$ cat config.mk
export PLATFORM = sky130hd
export DESIGN_NAME = rf_mode_and_wideband_pll_acq
export DESIGN_NICKNAME = d
export VERILOG_FILES = /design/src/include/rf_mode_pkg.sv /design/src/verilog/rf_mode_and_wideband_pll_acq.sv
export SDC_FILE = /design/constraint.sdc
export NUM_CORES = 1
export LEC_CHECK = 0
export ABC_AREA = 1
export BUFFER_PORTS_ARGS = -buffer_cell sky130_fd_sc_hd__buf_2
export CAP_MARGIN = 30
export CELL_PAD_IN_SITES_DETAIL_PLACEMENT = 1
export CELL_PAD_IN_SITES_GLOBAL_PLACEMENT = 1
export CORE_MARGIN = 3
export CORE_UTILIZATION = 40
export CTS_BUF_LIST = sky130_fd_sc_hd__clkbuf_4
export DETAILED_ROUTE_END_ITERATION = 8
export MAX_ROUTING_LAYER = met4
export PLACE_DENSITY = 0.84
export SETUP_SLACK_MARGIN = 0.4
export SLEW_MARGIN = 20
export SYNTH_ARGS = -nofsm -noshare
export SYNTH_HDL_FRONTEND = slang
export SYNTH_SLANG_ARGS = --single-unit
export TNS_END_PERCENT = 1
$ cat constraint.sdc
create_clock -name mclk -period 4.15 [get_ports mclk]
set_input_delay 0.2075 -clock mclk [delete_from_list [all_inputs] [get_ports mclk]]
set_output_delay 0.2075 -clock mclk [all_outputs]
set_load 0.1 [all_outputs]
$ cat src/include/rf_mode_pkg.sv
package rf_mode_pkg;

    // ------------------------------------------------------------
    // timing
    // ------------------------------------------------------------
    localparam int MCLK_MHZ = 200;
    localparam int LOCK_TIME_US = 150;
    localparam int LOCK_CYCLES = LOCK_TIME_US * MCLK_MHZ;
    localparam int LOCK_W = 20;

    localparam int CLAMP_NS_LOW = 250;
    localparam int CLAMP_NS_HIGH = 200;
    localparam int PFD_NS_LOW = 1000;
    localparam int PFD_NS_HIGH = 800;

    // reference frequency for each divider select code
    localparam int REF_MHZ_SEL0 = 40;
    localparam int REF_MHZ_SEL1 = 32;
    localparam int REF_MHZ_SEL2 = 20;
    localparam int REF_MHZ_SEL3 = 16;
    localparam int TONE_MHZ_LOW = 8;
    localparam int TONE_MHZ_HIGH = 10;

    localparam int ACQ_W = 6;
    localparam logic [ACQ_W-1:0] CLAMP_REFS_40 =
        ACQ_W'(CLAMP_NS_HIGH * REF_MHZ_SEL0 / 1000);
    localparam logic [ACQ_W-1:0] CLAMP_REFS_32 =
        ACQ_W'(CLAMP_NS_LOW * REF_MHZ_SEL1 / 1000);
    localparam logic [ACQ_W-1:0] CLAMP_REFS_20 =
        ACQ_W'(CLAMP_NS_HIGH * REF_MHZ_SEL2 / 1000);
    localparam logic [ACQ_W-1:0] CLAMP_REFS_16 =
        ACQ_W'(CLAMP_NS_LOW * REF_MHZ_SEL3 / 1000);
    localparam logic [ACQ_W-1:0] PFD_REFS_40 =
        ACQ_W'(PFD_NS_HIGH * REF_MHZ_SEL0 / 1000);
    localparam logic [ACQ_W-1:0] PFD_REFS_32 =
        ACQ_W'(PFD_NS_LOW * REF_MHZ_SEL1 / 1000);
    localparam logic [ACQ_W-1:0] PFD_REFS_20 =
        ACQ_W'(PFD_NS_HIGH * REF_MHZ_SEL2 / 1000);
    localparam logic [ACQ_W-1:0] PFD_REFS_16 =
        ACQ_W'(PFD_NS_LOW * REF_MHZ_SEL3 / 1000);
    // reference rising edges per half period of the tone
    localparam logic [1:0] TONE_HALF_40 =
        2'(REF_MHZ_SEL0 / (2 * TONE_MHZ_HIGH));
    localparam logic [1:0] TONE_HALF_32 =
        2'(REF_MHZ_SEL1 / (2 * TONE_MHZ_LOW));
    localparam logic [1:0] TONE_HALF_20 =
        2'(REF_MHZ_SEL2 / (2 * TONE_MHZ_HIGH));
    localparam logic [1:0] TONE_HALF_16 =
        2'(REF_MHZ_SEL3 / (2 * TONE_MHZ_LOW));

    // ------------------------------------------------------------
    // serial word layout
    // ------------------------------------------------------------
    localparam int WORD_W = 16;
    localparam int DATA_W = 13;
    localparam int ADDR_W = 3;
    localparam int DAC_W = 8;
    localparam logic [ADDR_W-1:0] ADDR_WORD_A = 3'h0;
    localparam logic [ADDR_W-1:0] ADDR_WORD_B = 3'h1;
    localparam logic [ADDR_W-1:0] ADDR_WORD_C = 3'h2;
    localparam logic [ADDR_W-1:0] ADDR_WORD_D = 3'h3;
    localparam logic [ADDR_W-1:0] ADDR_WORD_E = 3'h4;
    localparam logic [DATA_W-1:0] WORD_RESET = 13'h0000;
    localparam logic [DAC_W-1:0] DAC_RESET = 8'h00;

    // word A fields
    localparam int A_OVR_BIT = 12;
    localparam int A_MODE_HI = 11;
    localparam int A_MODE_LO = 10;
    localparam int A_CP_MAG_HI = 5;
    localparam int A_CP_MAG_LO = 3;
    localparam int A_CP_POL_BIT = 2;
    localparam int A_REFSEL_HI = 1;
    localparam int A_REFSEL_LO = 0;
    // word B field
    localparam int B_XOR_OFF_BIT = 11;
    // word E fields: per-section disables
    localparam int E_RX_OFF_BIT = 0;
    localparam int E_TX_OFF_BIT = 1;
    localparam int E_WB_OFF_BIT = 2;
    localparam int E_CAL_OFF_BIT = 3;

    typedef enum logic [1:0] {
        MODE_SLEEP,
        MODE_STANDBY,
        MODE_RECEIVE,
        MODE_TRANSMIT
    } op_mode_e;

    typedef enum logic [1:0] {
        ACQ_IDLE,
        ACQ_CLAMP,
        ACQ_PFD,
        ACQ_XOR
    } acq_state_e;

    typedef struct packed {
        logic first_lo_en;
        logic second_lo_en;
        logic osc_en;
        logic rx_conv_en;
        logic tx_conv_en;
        logic wideband_en;
    } section_en_s;

    typedef struct packed {
        logic clamp;
        logic pfd_en;
        logic xor_en;
    } wb_pump_s;

    typedef struct packed {
        logic polarity;
        logic [2:0] magnitude;
    } cp_cfg_s;

    typedef struct packed {
        logic ser_clk;
        logic ser_data;
        logic ser_en_n;
        logic conv_en_n;
    } serial_s;

endpackage : rf_mode_pkg

$ cat src/verilog/rf_mode_and_wideband_pll_acq.sv
// Function
// RL1 - standby enables both synthesizer loops and oscillators, no tx or rx
// RL2 - loops lock within 150 us after standby; lock detect then asserts
// RL3 - controller should hold standby while locking, after reprogram, sleep
// RL4 - words C and D set first and second oscillator divide ratios
// RL5 - on transmit select, clamp wideband pump midrail 0.25 or 0.2 us
// RL6 - after clamp, frequency detector drives loop 1 or 0.8 us
// RL7 - then, if word B bit 11 low, xor detector until deselect
// RL8 - tx down-converter and wideband loop on only in transmit mode
// RL9 - wideband loop gives a frequency lock indication output
// RL10 - receive mode keeps every transmitter section disabled
// RL11 - serial words load into latches in every operating mode
// RL12 - reference divider ratios 40, 32, 20, 16 feed both detectors
// RL13 - charge pump polarity and magnitude programmable over serial bus
// RL14 - standby adds 8 or 10 MHz calibration tone to second oscillator
// RL15 - sleep powers down all but interface and held registers
// RL16 - serial mode settings override the parallel mode lines
// RL17 - shift while latch enable low, load on its rising edge
// RL18 - acquisition intervals count reference cycles, per reference group
// RL19 - transmit deselect aborts acquisition back to idle
`timescale 1ns/1ps
`default_nettype none

module rf_mode_and_wideband_pll_acq #(
    parameter int LOCK_WAIT = rf_mode_pkg::LOCK_CYCLES
) (
    input wire logic mclk,
    input wire logic sys_rst,
    input wire logic transmit_select_n,
    input wire logic receive_select_n,
    input wire logic oscillator_enable_n,
    input wire rf_mode_pkg::serial_s serial_in,
    input wire logic ref_in,
    input wire logic lo_loops_locked,
    input wire logic wideband_freq_lock,
    output logic [rf_mode_pkg::DATA_W-1:0] first_lo_divide,
    output logic [rf_mode_pkg::DATA_W-1:0] second_lo_divide,
    output logic [1:0] ref_divide_sel,
    output rf_mode_pkg::cp_cfg_s first_lo_pump_out,
    output logic [rf_mode_pkg::DAC_W-1:0] dac_value,
    output rf_mode_pkg::op_mode_e op_mode,
    output rf_mode_pkg::section_en_s section_en,
    output rf_mode_pkg::wb_pump_s wideband_pump_out,
    output logic lock_detect_out,
    output logic wideband_lock_out,
    output logic cal_tone_out
);
    import rf_mode_pkg::*;

    if (LOCK_WAIT < 1 || LOCK_WAIT >= (1 << LOCK_W)) begin : g_bad_lock
        $error("LOCK_WAIT does not fit the lock counter");
    end

    typedef struct packed {
        serial_s ser_prev;
        logic ref_prev;
        logic [WORD_W-1:0] shift;
        logic [DATA_W-1:0] word_a;
        logic [DATA_W-1:0] word_b;
        logic [DATA_W-1:0] word_c;
        logic [DATA_W-1:0] word_d;
        logic [DATA_W-1:0] word_e;
        logic [DAC_W-1:0] dac;
        op_mode_e mode;
        section_en_s en;
        acq_state_e acq;
        logic [ACQ_W-1:0] acq_cnt;
        wb_pump_s pump;
        logic [LOCK_W-1:0] lock_cnt;
        logic lock_det;
        logic wb_lock;
        logic [1:0] tone_cnt;
        logic tone;
    } state_s;

    state_s s_q;
    state_s s_d;

    // ------------------------------------------------------------
    // decoded helpers
    // ------------------------------------------------------------
    logic ser_rise;
    logic en_rise;
    logic conv_rise;
    logic ref_rise;
    logic [ADDR_W-1:0] sh_addr;
    logic [DATA_W-1:0] sh_data;
    op_mode_e pin_mode;
    op_mode_e next_mode;
    logic [1:0] rsel;
    logic [ACQ_W-1:0] clamp_refs;
    logic [ACQ_W-1:0] pfd_refs;
    logic [1:0] tone_half;
    logic divider_written;

    assign ser_rise = serial_in.ser_clk & ~s_q.ser_prev.ser_clk;
    assign en_rise = serial_in.ser_en_n & ~s_q.ser_prev.ser_en_n;
    assign conv_rise = serial_in.conv_en_n & ~s_q.ser_prev.conv_en_n;
    assign ref_rise = ref_in & ~s_q.ref_prev;
    assign sh_addr = s_q.shift[ADDR_W-1:0];
    assign sh_data = s_q.shift[WORD_W-1:ADDR_W];
    assign rsel = s_q.word_a[A_REFSEL_HI:A_REFSEL_LO];
    assign divider_written = en_rise &&
        (sh_addr == ADDR_WORD_C || sh_addr == ADDR_WORD_D);

    // parallel lines: high oscillator enable means sleep
    always_comb begin
        if (oscillator_enable_n) begin
            pin_mode = MODE_SLEEP;
        end else if (!receive_select_n && transmit_select_n) begin
            pin_mode = MODE_RECEIVE;
        end else if (receive_select_n && !transmit_select_n) begin
            pin_mode = MODE_TRANSMIT;
        end else begin
            pin_mode = MODE_STANDBY;
        end
    end

    always_comb begin
        if (s_q.word_a[A_OVR_BIT]) begin
            next_mode = op_mode_e'(s_q.word_a[A_MODE_HI:A_MODE_LO]); // RL16
        end else begin
            next_mode = pin_mode;
        end
    end

    // interval lengths picked by the reference group
    always_comb begin
        case (rsel) // RL18
            2'h0: begin
                clamp_refs = CLAMP_REFS_40;
                pfd_refs = PFD_REFS_40;
                tone_half = TONE_HALF_40;
            end
            2'h1: begin
                clamp_refs = CLAMP_REFS_32;
                pfd_refs = PFD_REFS_32;
                tone_half = TONE_HALF_32;
            end
            2'h2: begin
                clamp_refs = CLAMP_REFS_20;
                pfd_refs = PFD_REFS_20;
                tone_half = TONE_HALF_20;
            end
            default: begin
                clamp_refs = CLAMP_REFS_16;
                pfd_refs = PFD_REFS_16;
                tone_half = TONE_HALF_16;
            end
        endcase
    end

    // ------------------------------------------------------------
    // next state
    // ------------------------------------------------------------
    always_comb begin
        s_d = s_q;
        s_d.ser_prev = serial_in;
        s_d.ref_prev = ref_in;

        // serial bus runs in every mode, sleep included
        if (ser_rise && (!serial_in.ser_en_n || !serial_in.conv_en_n)) begin
            s_d.shift = {s_q.shift[WORD_W-2:0], serial_in.ser_data}; // RL17
        end
        if (en_rise) begin // RL11
            case (sh_addr) // RL17
                ADDR_WORD_A: s_d.word_a = sh_data; // RL13
                ADDR_WORD_B: s_d.word_b = sh_data;
                ADDR_WORD_C: s_d.word_c = sh_data; // RL4
                ADDR_WORD_D: s_d.word_d = sh_data; // RL4
                ADDR_WORD_E: s_d.word_e = sh_data;
                default: s_d.word_e = s_q.word_e;
            endcase
        end
        if (conv_rise) begin
            s_d.dac = sh_data[DAC_W-1:0]; // RL11
        end

        s_d.mode = next_mode;
        s_d.en = '0; // RL15
        case (next_mode)
            MODE_STANDBY: begin
                s_d.en.first_lo_en = 1'b1; // RL1
                s_d.en.second_lo_en = 1'b1; // RL1
                s_d.en.osc_en = 1'b1; // RL1
            end
            MODE_RECEIVE: begin
                s_d.en.first_lo_en = 1'b1;
                s_d.en.second_lo_en = 1'b1;
                s_d.en.osc_en = 1'b1;
                s_d.en.rx_conv_en = ~s_q.word_e[E_RX_OFF_BIT]; // RL10
            end
            MODE_TRANSMIT: begin
                s_d.en.first_lo_en = 1'b1;
                s_d.en.second_lo_en = 1'b1;
                s_d.en.osc_en = 1'b1;
                s_d.en.tx_conv_en = ~s_q.word_e[E_TX_OFF_BIT]; // RL8
                s_d.en.wideband_en = ~s_q.word_e[E_WB_OFF_BIT]; // RL8
            end
            default: s_d.en = '0; // RL15
        endcase

        // lock timer restarts on sleep and on divider rewrites
        if (next_mode == MODE_SLEEP || divider_written) begin
            s_d.lock_cnt = '0;
            s_d.lock_det = 1'b0;
        end else begin
            if (s_q.lock_cnt < LOCK_W'(LOCK_WAIT)) begin
                s_d.lock_cnt = s_q.lock_cnt + LOCK_W'(1);
            end
            s_d.lock_det = lo_loops_locked ||
                (s_q.lock_cnt >= LOCK_W'(LOCK_WAIT)); // RL2
        end

        // wideband acquisition, timed in reference cycles
        if (ref_rise && s_q.acq_cnt != '0) begin
            s_d.acq_cnt = s_q.acq_cnt - ACQ_W'(1); // RL18
        end
        if (!s_d.en.wideband_en) begin
            s_d.acq = ACQ_IDLE; // RL19
            s_d.acq_cnt = '0;
        end else begin
            case (s_q.acq)
                ACQ_IDLE: begin
                    s_d.acq = ACQ_CLAMP; // RL5
                    s_d.acq_cnt = clamp_refs; // RL5
                end
                ACQ_CLAMP: begin
                    if (s_d.acq_cnt == '0) begin
                        s_d.acq = ACQ_PFD; // RL6
                        s_d.acq_cnt = pfd_refs; // RL6
                    end
                end
                ACQ_PFD: begin
                    // with bit 11 high the detector stays in pfd
                    if (s_d.acq_cnt == '0 &&
                        !s_q.word_b[B_XOR_OFF_BIT]) begin
                        s_d.acq = ACQ_XOR; // RL7
                    end
                end
                ACQ_XOR: s_d.acq = ACQ_XOR; // RL7
                default: s_d.acq = ACQ_IDLE;
            endcase
        end
        s_d.pump.clamp = (s_d.acq == ACQ_CLAMP); // RL5
        s_d.pump.pfd_en = (s_d.acq == ACQ_PFD); // RL6
        s_d.pump.xor_en = (s_d.acq == ACQ_XOR); // RL7
        // lock is only meaningful once the clamp has let go
        s_d.wb_lock = wideband_freq_lock &&
            (s_d.acq == ACQ_PFD || s_d.acq == ACQ_XOR); // RL9

        // calibration tone derived from the reference itself
        if (next_mode == MODE_STANDBY && !s_q.word_e[E_CAL_OFF_BIT]) begin
            if (ref_rise) begin
                if (s_q.tone_cnt + 2'h1 >= tone_half) begin
                    s_d.tone_cnt = 2'h0;
                    s_d.tone = ~s_q.tone; // RL14
                end else begin
                    s_d.tone_cnt = s_q.tone_cnt + 2'h1;
                end
            end
        end else begin
            s_d.tone_cnt = 2'h0;
            s_d.tone = 1'b0;
        end
    end

    always_ff @(posedge mclk) begin
        if (sys_rst) begin
            s_q <= '0;
            s_q.ser_prev <= '1;
            s_q.word_a <= WORD_RESET;
            s_q.word_b <= WORD_RESET;
            s_q.word_c <= WORD_RESET;
            s_q.word_d <= WORD_RESET;
            s_q.word_e <= WORD_RESET;
            s_q.dac <= DAC_RESET;
            s_q.mode <= MODE_SLEEP;
            s_q.acq <= ACQ_IDLE;
        end else begin
            s_q <= s_d;
        end
    end

    // ------------------------------------------------------------
    // outputs, all straight from the state register
    // ------------------------------------------------------------
    assign first_lo_divide = s_q.word_c; // RL4
    assign second_lo_divide = s_q.word_d; // RL4
    assign ref_divide_sel = rsel; // RL12
    assign first_lo_pump_out.polarity = s_q.word_a[A_CP_POL_BIT]; // RL13
    assign first_lo_pump_out.magnitude =
        s_q.word_a[A_CP_MAG_HI:A_CP_MAG_LO]; // RL13
    assign dac_value = s_q.dac;
    assign op_mode = s_q.mode;
    assign section_en = s_q.en;
    assign wideband_pump_out = s_q.pump;
    assign lock_detect_out = s_q.lock_det;
    assign wideband_lock_out = s_q.wb_lock;
    assign cal_tone_out = s_q.tone;

endmodule : rf_mode_and_wideband_pll_acq

`default_nettype wire

==> results of run 1 <==
critical path, stage by stage, from the launching register on:
cell	delay (ns)
dfxtp_1	0.36
inv_1	0.15
ha_1	0.22
nand3_4	0.12
nand2_4	0.11
nand2_1	0.05
nand2_1	0.08
nand2_1	0.07
nor2_2	0.16
nand2_2	0.11
o21ai_2	0.17
nand2_1	0.07
nand2_1	0.11
nor2_1	0.05
synth_stat cells, types with 3 or more instances:
library cell	n
inv_2	14
nor2_2	7
nand4_1	6
clkbuf_1	11
xnor2_1	4
inv_1	55
nand3_1	19
buf_2	5
buf_4	51
nand2_1	67
ha_1	7
o21ai_0	63
dfxtp_1	110
a31oi_1	3
a21oi_1	20
nor3_1	12
nor2_1	152
o21ai_1	10
xor2_1	4
metal layers:
metal / vias to the layer above / global-route usage / wire length [um]
met2: 57 / 0.325 / 5690
met5: - / - / 0
met4: 0 / 0.0425 / 159
met1: 1829 / 0.217 / 5170
li1: 2007 / - / -
met3: 15 / 0.0355 / 328
power groups by stage:
stage	clock network, mW	logic [mW]	registers [mW]
2_1_floorplan	0	0.205	1.13
3_3_place_gp	0	0.223	1.13
3_5_place_dp	0	0.231	1.13
4_1_cts	0.537	0.237	1.11
5_1_grt	0.579	0.256	1.11
6_report	0.511	0.236	1.11
sequential cells by signal, summed over array words and instances (netlist names), 2 cells and up:
name	cells
s_q	58
ref_divide_sel	2
wideband_pump_out	3
second_lo_divide	13
first_lo_divide	13
dac_value	8
section_en	4
op_mode	2
first_lo_pump_out	4
cells by family (layout without fill, tap and decap cells):
kind of cell,after synthesis,in the layout,share of synthesized area
AND/OR/NAND/NOR,276,276,0.248
buffers and inverters,138,160,0.150
flip-flops,110,110,0.456
AO/OA/AOI/OAI,102,102,0.114
XOR/XNOR,8,8,0.0145
adder cells (fa/ha/maj),7,7,0.0181
repair_timing:
item,4_1_cts,5_1_grt
endpoints found under the setup margin,0,0
endpoints found under the hold margin,7,0
hold buffers,7,0
per-stage QoR:
stage	hold WS, ns	util	cells
after CTS	0.0505	0.438	805
after detailed placement	0.415	0.420	782
after global routing	0.0805	0.438	806
after global placement	0.409	0.420	782
final	0.0861	0.438	806
after floorplan	0.294	-	641
path summary, 6_finish.rpt:
check                           endpoint  slack, ns  cells past startpoint
worst max register to register   s_q[34]       2.22                     13
worst min-delay path             s_q[34]       0.09                      2
worst min register to register   s_q[21]       0.45                      2
worst max-delay path             s_q[34]       2.22                     13
final cells by class:
class,instances,area [um2],share of cell area
Inverter,70,263,0.0516
Tap cell,143,179,0.0352
Sequential cell,110,2200,0.433
Clock buffer,9,67.6,0.0133
Multi-Input combinational cell,393,1900,0.374
Clock inverter,7,63.8,0.0125
Timing Repair Buffer,74,410,0.0806
==> results.yml, run 1 <==
power_and_ir_drop:
  max-vdd-ir-drop_mv: 0.140
  p_leak_nw: 2.48
  p_per_area_nw_per_um2: 365
  total_power_mw: 1.86
  p_sw_frac: 0.315
  p_switching_mw: 0.585
  clockPowerShare: 0.275
  p_seq_frac: 0.598
  p_int_mw: 1.27
  pwr-share-comb: 0.127
cts:
  path_clk_slew_ns: 0.16
  clock_sinks: 110
  tritoncts: "built"
  clock_latency_ns: 0.46
  cts_buffers: 9
  cts.path.max_buffers: 2
  h-tree-depth: 3
  cts_resized: 0
  cts_setup_buffers: 0
  cts-root-buf: "clkbuf_4"
critical_path:
  worstPathRequired_ns: 4.52
  rr_startpoint: "s_q[28]"
  cp-end-kind: "register"
  critical_path_class: "reg -> reg"
  startpoint_type: "register"
  cp-startpoint: "s_q[28]"
  crit_arrival_ns: 2.30
  critPathMaxFanout: 6
routing:
  vias: 3908
  finalWirelength_mm: 11.3
  drt-pass1-iter-count: 4
  routedWlPerCell_um: 14.1
  drc: 0
  final_antenna_net_count: 0
  drtIter0Drc: 151
  viasPerCell: 4.85
timing:
  finalSetupViolCount: 0
  rsz0062_at_grt: "false"
  slew_headroom: 0.486
  finalCriticalPeriod_ns: 1.93
  setup_tns_ns: 0
  hold_violations: 0
  clock_skew_ns: 0.0183
  worstMarginPinSlew_ns: 0.770
  slew_violations: 0
  final.setup.worst_slack_ns: 2.22
  max_freq_mhz: 517
  period_share: 0.466
yosys:
  yosys.area.top_type: "dfxtp_1"
  avgSynthCellArea_um2: 7.53
  synthesis.area_um2: 4830
  ys_ff_latch: 110
  synth_cell_types: 35
  ys_async_sr_fraction: 0
  yosys.area.top_type_share: 0.456
  ys_seq_area_frac: 0.456
  synthTopCellsByArea: "dfxtp_1, nor2_1, buf_4, o21ai_0, nand2_1"
  synth-edff-count: 0
  synth_nets: 660
  yosysWarningCount: 0
  synth_flop_cell: "dfxtp_1"
  synth_cells: 641
finish:
  nFillCells: 1494
  diodes: 0
  final_common_cell: "nor2_1"
  syn_to_final_growth_pct: 5.39
  design_area_um2: 5090
  layout.nets: 677
  mostFrequentLayoutCells: "nor2_1, dfxtp_1, nand2_1, buf_2, o21ai_0"
  layout-drive-gt1-share: 0.176
die:
  row_count: 39
  num_io_pins: 66
  initial_utilization: 0.416
  die_area_um2: 13400
  die_h_um: 116
  die_x_um: 116
  core_um2: 11600
placement:
  port_buffers: 65
  place_ws_ns: 2.05
  place_hpwl_mm: 8.55
  globalplace.congestion: 0.837
  place_area_um2: 4880
global_route:
  grt_pass1_vias: 4095
  overflow: 0
  grt_use_total: 0.184
  antenna_found_initial: 0
  grt_max_degree: 35
  grt_pass1_wl_mm: 19.2
min_path:
  min_path_type: "in -> reg"
  hold_start: "sys_rst"
run:
  cap_violations: 0
run_status:
  status: "completed"
Note: power is estimated with default switching activity, not from simulation.
==> run 2, diff against run 1 <==
==> constraint.sdc (replaced) <==
create_clock -name mclk -period 1.94 [get_ports mclk]
set_input_delay 0.097 -clock mclk [delete_from_list [all_inputs] [get_ports mclk]]
set_output_delay 0.097 -clock mclk [all_outputs]
set_load 0.1 [all_outputs]
==> results.yml, run 2 (synthesis gave the netlist of run 1 again) <==
run_status:
  status: "complete, but fails checks"
  failed_checks: "negative hold slack"
finish:
  regMostFlops: "s_q"
  largest_reg_flops: 58
  layout-drive-gt1-share: 0.230
  layout.nets: 692
  mostFrequentLayoutCells: "nor2_1, dfxtp_1, buf_2, o21ai_0, nand2_1"
  final_common_cell: "nor2_1"
  diodes: 0
  syn_to_final_growth_pct: 10.9
die:
  num_io_pins: 66
  die_area_um2: 13400
  die_h_um: 116
  initial_utilization: 0.416
  die_x_um: 116
  row_count: 39
  core_um2: 11600
global_route:
  grt_use_total: 0.190
  antenna_found_initial: 0
  grt_pass1_wl_mm: 19.9
  overflow: 0
  grt_pass1_vias: 4293
  grt_max_degree: 46
timing:
  worstMarginPinSlew_ns: 0.514
  setup_tns_ns: 0
  finalSetupViolCount: 0
  clock_skew_ns: 0.0244
  rsz0062_at_grt: "true"
  period_share: 0.912
  slew_headroom: 0.660
  hold_violations: 3
  finalCriticalPeriod_ns: 1.77
  slew_violations: 0
  max_freq_mhz: 565
  final.setup.worst_slack_ns: 0.170
  whs_ns: -0.0493
power_and_ir_drop:
  max-vdd-ir-drop_mv: 0.416
  p_seq_frac: 0.586
  p_per_area_nw_per_um2: 756
  p_switching_mw: 1.31
  clockPowerShare: 0.284
  p_leak_nw: 2.57
  total_power_mw: 4.05
  p_sw_frac: 0.324
  p_int_mw: 2.74
  pwr-share-comb: 0.131
placement:
  place_ws_ns: 0.136
  globalplace.congestion: 0.828
  port_buffers: 65
  place_hpwl_mm: 8.35
critical_path:
  r2r_slack_ns: 0.17
  startpoint_type: "register"
  r2r_end: "s_q[34]"
  endpoint: "s_q[34]"
  cp-end-kind: "register"
  crit_arrival_ns: 2.17
  worstPathRequired_ns: 2.34
  critical_path_class: "reg -> reg"
  critPathMaxFanout: 6
  cp-startpoint: "s_q[29]"
  rr_startpoint: "s_q[29]"
  worst-r2r-cell-count: 14
cts:
  h-tree-depth: 3
  clock_latency_ns: 0.49
  cts_buffers: 9
  cts.path.max_buffers: 2
  cts-root-buf: "clkbuf_4"
  tritoncts: "built"
  holdBufCountCts: 10
  clock_sinks: 110
  path_clk_slew_ns: 0.19
routing:
  final_antenna_net_count: 0
  viasPerCell: 4.91
  routedWlPerCell_um: 14.4
  drt-pass1-iter-count: 4
  drtIter0Drc: 150
  drc: 0
  finalWirelength_mm: 11.8
  vias: 4028
run:
  cap_violations: 0
min_path:
  min_path_type: "in -> reg"
run 2: timing repair:
action	CTS	global route
hold endpoints to repair	14	5
setup endpoints to repair	61	73
buffers inserted	5	2
resized for setup	10	23
pin swaps	7	13
run 2: worst min-delay path by stage:
stage                             from  slack [ns]  cells after the start  endpoint
after floorplan           serial_in[1]        0.18                      2  s_q[135]
after global placement    serial_in[1]        0.29                      3  s_q[135]
after detailed placement  serial_in[1]        0.29                      3  s_q[135]
after CTS                      sys_rst       -0.08                      2   s_q[34]
after global routing           sys_rst       -0.08                      2   s_q[34]
final                          sys_rst       -0.05                      2   s_q[34]
run 2: layer usage:
layer / vias up / wire, um / track usage
li1: 2038 / - / -
met1: 1911 / 5300 / 0.224
met2: 66 / 5890 / 0.321
met3: 13 / 472 / 0.0522
met4: 0 / 148 / 0.0518
met5: - / 0 / -
run 2: power by group through the flow:
stage               logic, mW  clock network, mW  registers (mW)
finish                  0.529               1.15            2.37
global route            0.570               1.30            2.38
global placement        0.479                  0            2.42
detailed placement      0.494                  0            2.42
CTS                     0.518               1.19            2.37
floorplan               0.438                  0            2.41
run 2: per-stage QoR:
stage / util / std cells / instance area (um2)
2_1_floorplan: - / 641 / 4860
3_3_place_gp: 0.427 / 788 / 4950
3_5_place_dp: 0.427 / 788 / 4950
4_1_cts: 0.453 / 819 / 5270
5_1_grt: 0.461 / 821 / 5360
6_report: 0.461 / 821 / 5360
run 2: critical path, stage by stage, from the launching register on:
cell	delay [ns]
dfxtp_2	0.40
inv_4	0.06
ha_4	0.16
nand3_4	0.10
nand2_4	0.10
nand2_2	0.10
nand2_2	0.06
inv_2	0.05
nand2_2	0.05
nor2_4	0.15
nand2_4	0.09
o21ai_4	0.17
nand2_1	0.08
nand2_2	0.07
nor2_1	0.04
run 2: area by class of cell:
cell class | count | area (um2)
Clock inverter | 7 | 71.3
Fill cell | 1485 | 6260
Timing Repair Buffer | 89 | 531
Clock buffer | 9 | 67.6
Multi-Input combinational cell | 393 | 2020
Inverter | 70 | 275
Sequential cell | 110 | 2210
Tap cell | 143 | 179
==> run 3, diff against run 2 <==
==> constraint.sdc (replaced) <==
create_clock -name mclk -period 1.9 [get_ports mclk]
set_input_delay 0.095 -clock mclk [delete_from_list [all_inputs] [get_ports mclk]]
set_output_delay 0.095 -clock mclk [all_outputs]
set_load 0.1 [all_outputs]
==> results.yml, run 3 (synthesis gave the netlist of run 1 again) <==
routing:
  vias: 4047
  routedWlPerCell_um: 14.3
  drc: 0
  finalWirelength_mm: 11.8
  drtIter0Drc: 130
  viasPerCell: 4.93
  drt-pass1-iter-count: 4
  final_antenna_net_count: 0
cts:
  path_clk_slew_ns: 0.16
  cts_buffers: 9
  clock_latency_ns: 0.47
  h-tree-depth: 3
  cts.path.max_buffers: 2
  clock_sinks: 110
  cts-root-buf: "clkbuf_4"
  holdBufCountCts: 8
  tritoncts: "built"
min_path:
  min_path_type: "in -> reg"
run_status:
  status: "complete, but fails checks"
  failed_checks: "negative hold slack"
run:
  cap_violations: 0
die:
  die_x_um: 116
  row_count: 39
  die_h_um: 116
  die_area_um2: 13400
  core_um2: 11600
  num_io_pins: 66
  initial_utilization: 0.416
finish:
  syn_to_final_growth_pct: 11.1
  final_common_cell: "nor2_1"
  regMostFlops: "s_q"
  layout-drive-gt1-share: 0.233
  diodes: 0
  largest_reg_flops: 58
  layout.nets: 692
  mostFrequentLayoutCells: "nor2_1, dfxtp_1, buf_2, o21ai_0"
timing:
  rsz0062_at_grt: "true"
  slew_violations: 0
  whs_ns: -0.0330
  worstMarginPinSlew_ns: 0.514
  hold_violations: 2
  slew_headroom: 0.660
  finalCriticalPeriod_ns: 1.72
  clock_skew_ns: 0.0190
  setup_tns_ns: 0
  period_share: 0.906
  max_freq_mhz: 581
  finalSetupViolCount: 0
global_route:
  grt_max_degree: 46
  overflow: 0
  grt_pass1_vias: 4304
  grt_use_total: 0.193
  antenna_found_initial: 0
  grt_pass1_wl_mm: 20.3
critical_path:
  path_common_cell: "nand2_2"
  worstPathRequired_ns: 2.27
  crit_arrival_ns: 2.09
  crit_slowest_cell: "dfxtp_2"
  slowest_delay_ns: 0.39
  critPathMaxFanout: 5
  worstPathCellList: "inv_4 > ha_4 > nand3_4 > buf_4 > nand3_1 > nand2_2 > nand2_2 > nor2_4 > nand2_4 > o21ai_4 > nand2_2 > nand2_2 > nor2_1"
  cp-end-kind: "register"
  startpoint_type: "register"
  critical_path_class: "reg -> reg"
power_and_ir_drop:
  max-vdd-ir-drop_mv: 0.400
  total_power_mw: 4.31
  p_leak_nw: 2.59
  p_per_area_nw_per_um2: 803
placement:
  globalplace.congestion: 0.824
  port_buffers: 65
  place_hpwl_mm: 8.40
run 3: cell count changes in the layout (fill, tap and decap cells not counted), moves of 2 or more:
cell / delta
inv_8: -2
nand2_1: -3
nand2_2: +4
nand3_2: -2
bufinv_16: +2
buf_4: +2
nand3_1: +2
clkbuf_4: +2
dlygate4sd3_1: -2
clkinvlp_4: -2
run 3: through the flow:
step	cell area [um2]	util	instances	setup WS (ns)	hold slack, ns
2_1_floorplan	4860	-	641	0.319	0.181
3_3_place_gp	4960	0.427	789	0.213	0.289
3_5_place_dp	4960	0.427	789	0.0970	0.297
4_1_cts	5330	0.459	819	0.213	-0.0799
5_1_grt	5370	0.462	821	0.0587	-0.0473
6_report	5370	0.462	821	0.178	-0.0330
run 3: layout make-up:
class                           instances  area (um2)
Sequential cell                       110        2210
Tap cell                              143         179
Clock buffer                           11        82.6
Inverter                               70         273
Fill cell                            1501        6250
Timing Repair Buffer                   89         526
Multi-Input combinational cell        393        2010
Clock inverter                          5        86.3
run 3: worst paths after layout:
check	startpoint	endpoint	slack (ns)	cells past startpoint
max	s_q[28]	s_q[34]	0.18	13
min	sys_rst	s_q[34]	-0.03	2
max reg2reg	s_q[28]	s_q[34]	0.18	13
min reg2reg	s_q[24]	s_q[24]	0.44	2
run 3: where the power goes:
part           total (mW)  internal [mW]  switching, mW
combinational       0.541          0.122          0.419
sequential           2.42           2.37         0.0538
clock                1.35          0.579          0.771
total                4.31           3.07           1.24
run 3: routing by layer:
layer  up-vias  wire length [um]  track usage
met3        13               450       0.0439
met4         0               176       0.0510
met5         -                 0            -
li1       2034                 -            -
met2        65              5860        0.328
met1      1935              5270        0.230
run 3: what timing repair did:
item	4_1_cts	5_1_grt
gates resized for setup	22	9
endpoints found under the hold margin	14	4
buffers inserted	6	2
endpoints found under the setup margin	63	71
pin swaps	14	7
run 3: critical path, delay by kind of cell, from the launching register on:
kind            cells  cell delay (ns)
flops               1             0.39
compound gates      1             0.18
buf+inv             2             0.18
fa+ha+maj           1             0.16
simple gates        9             0.72
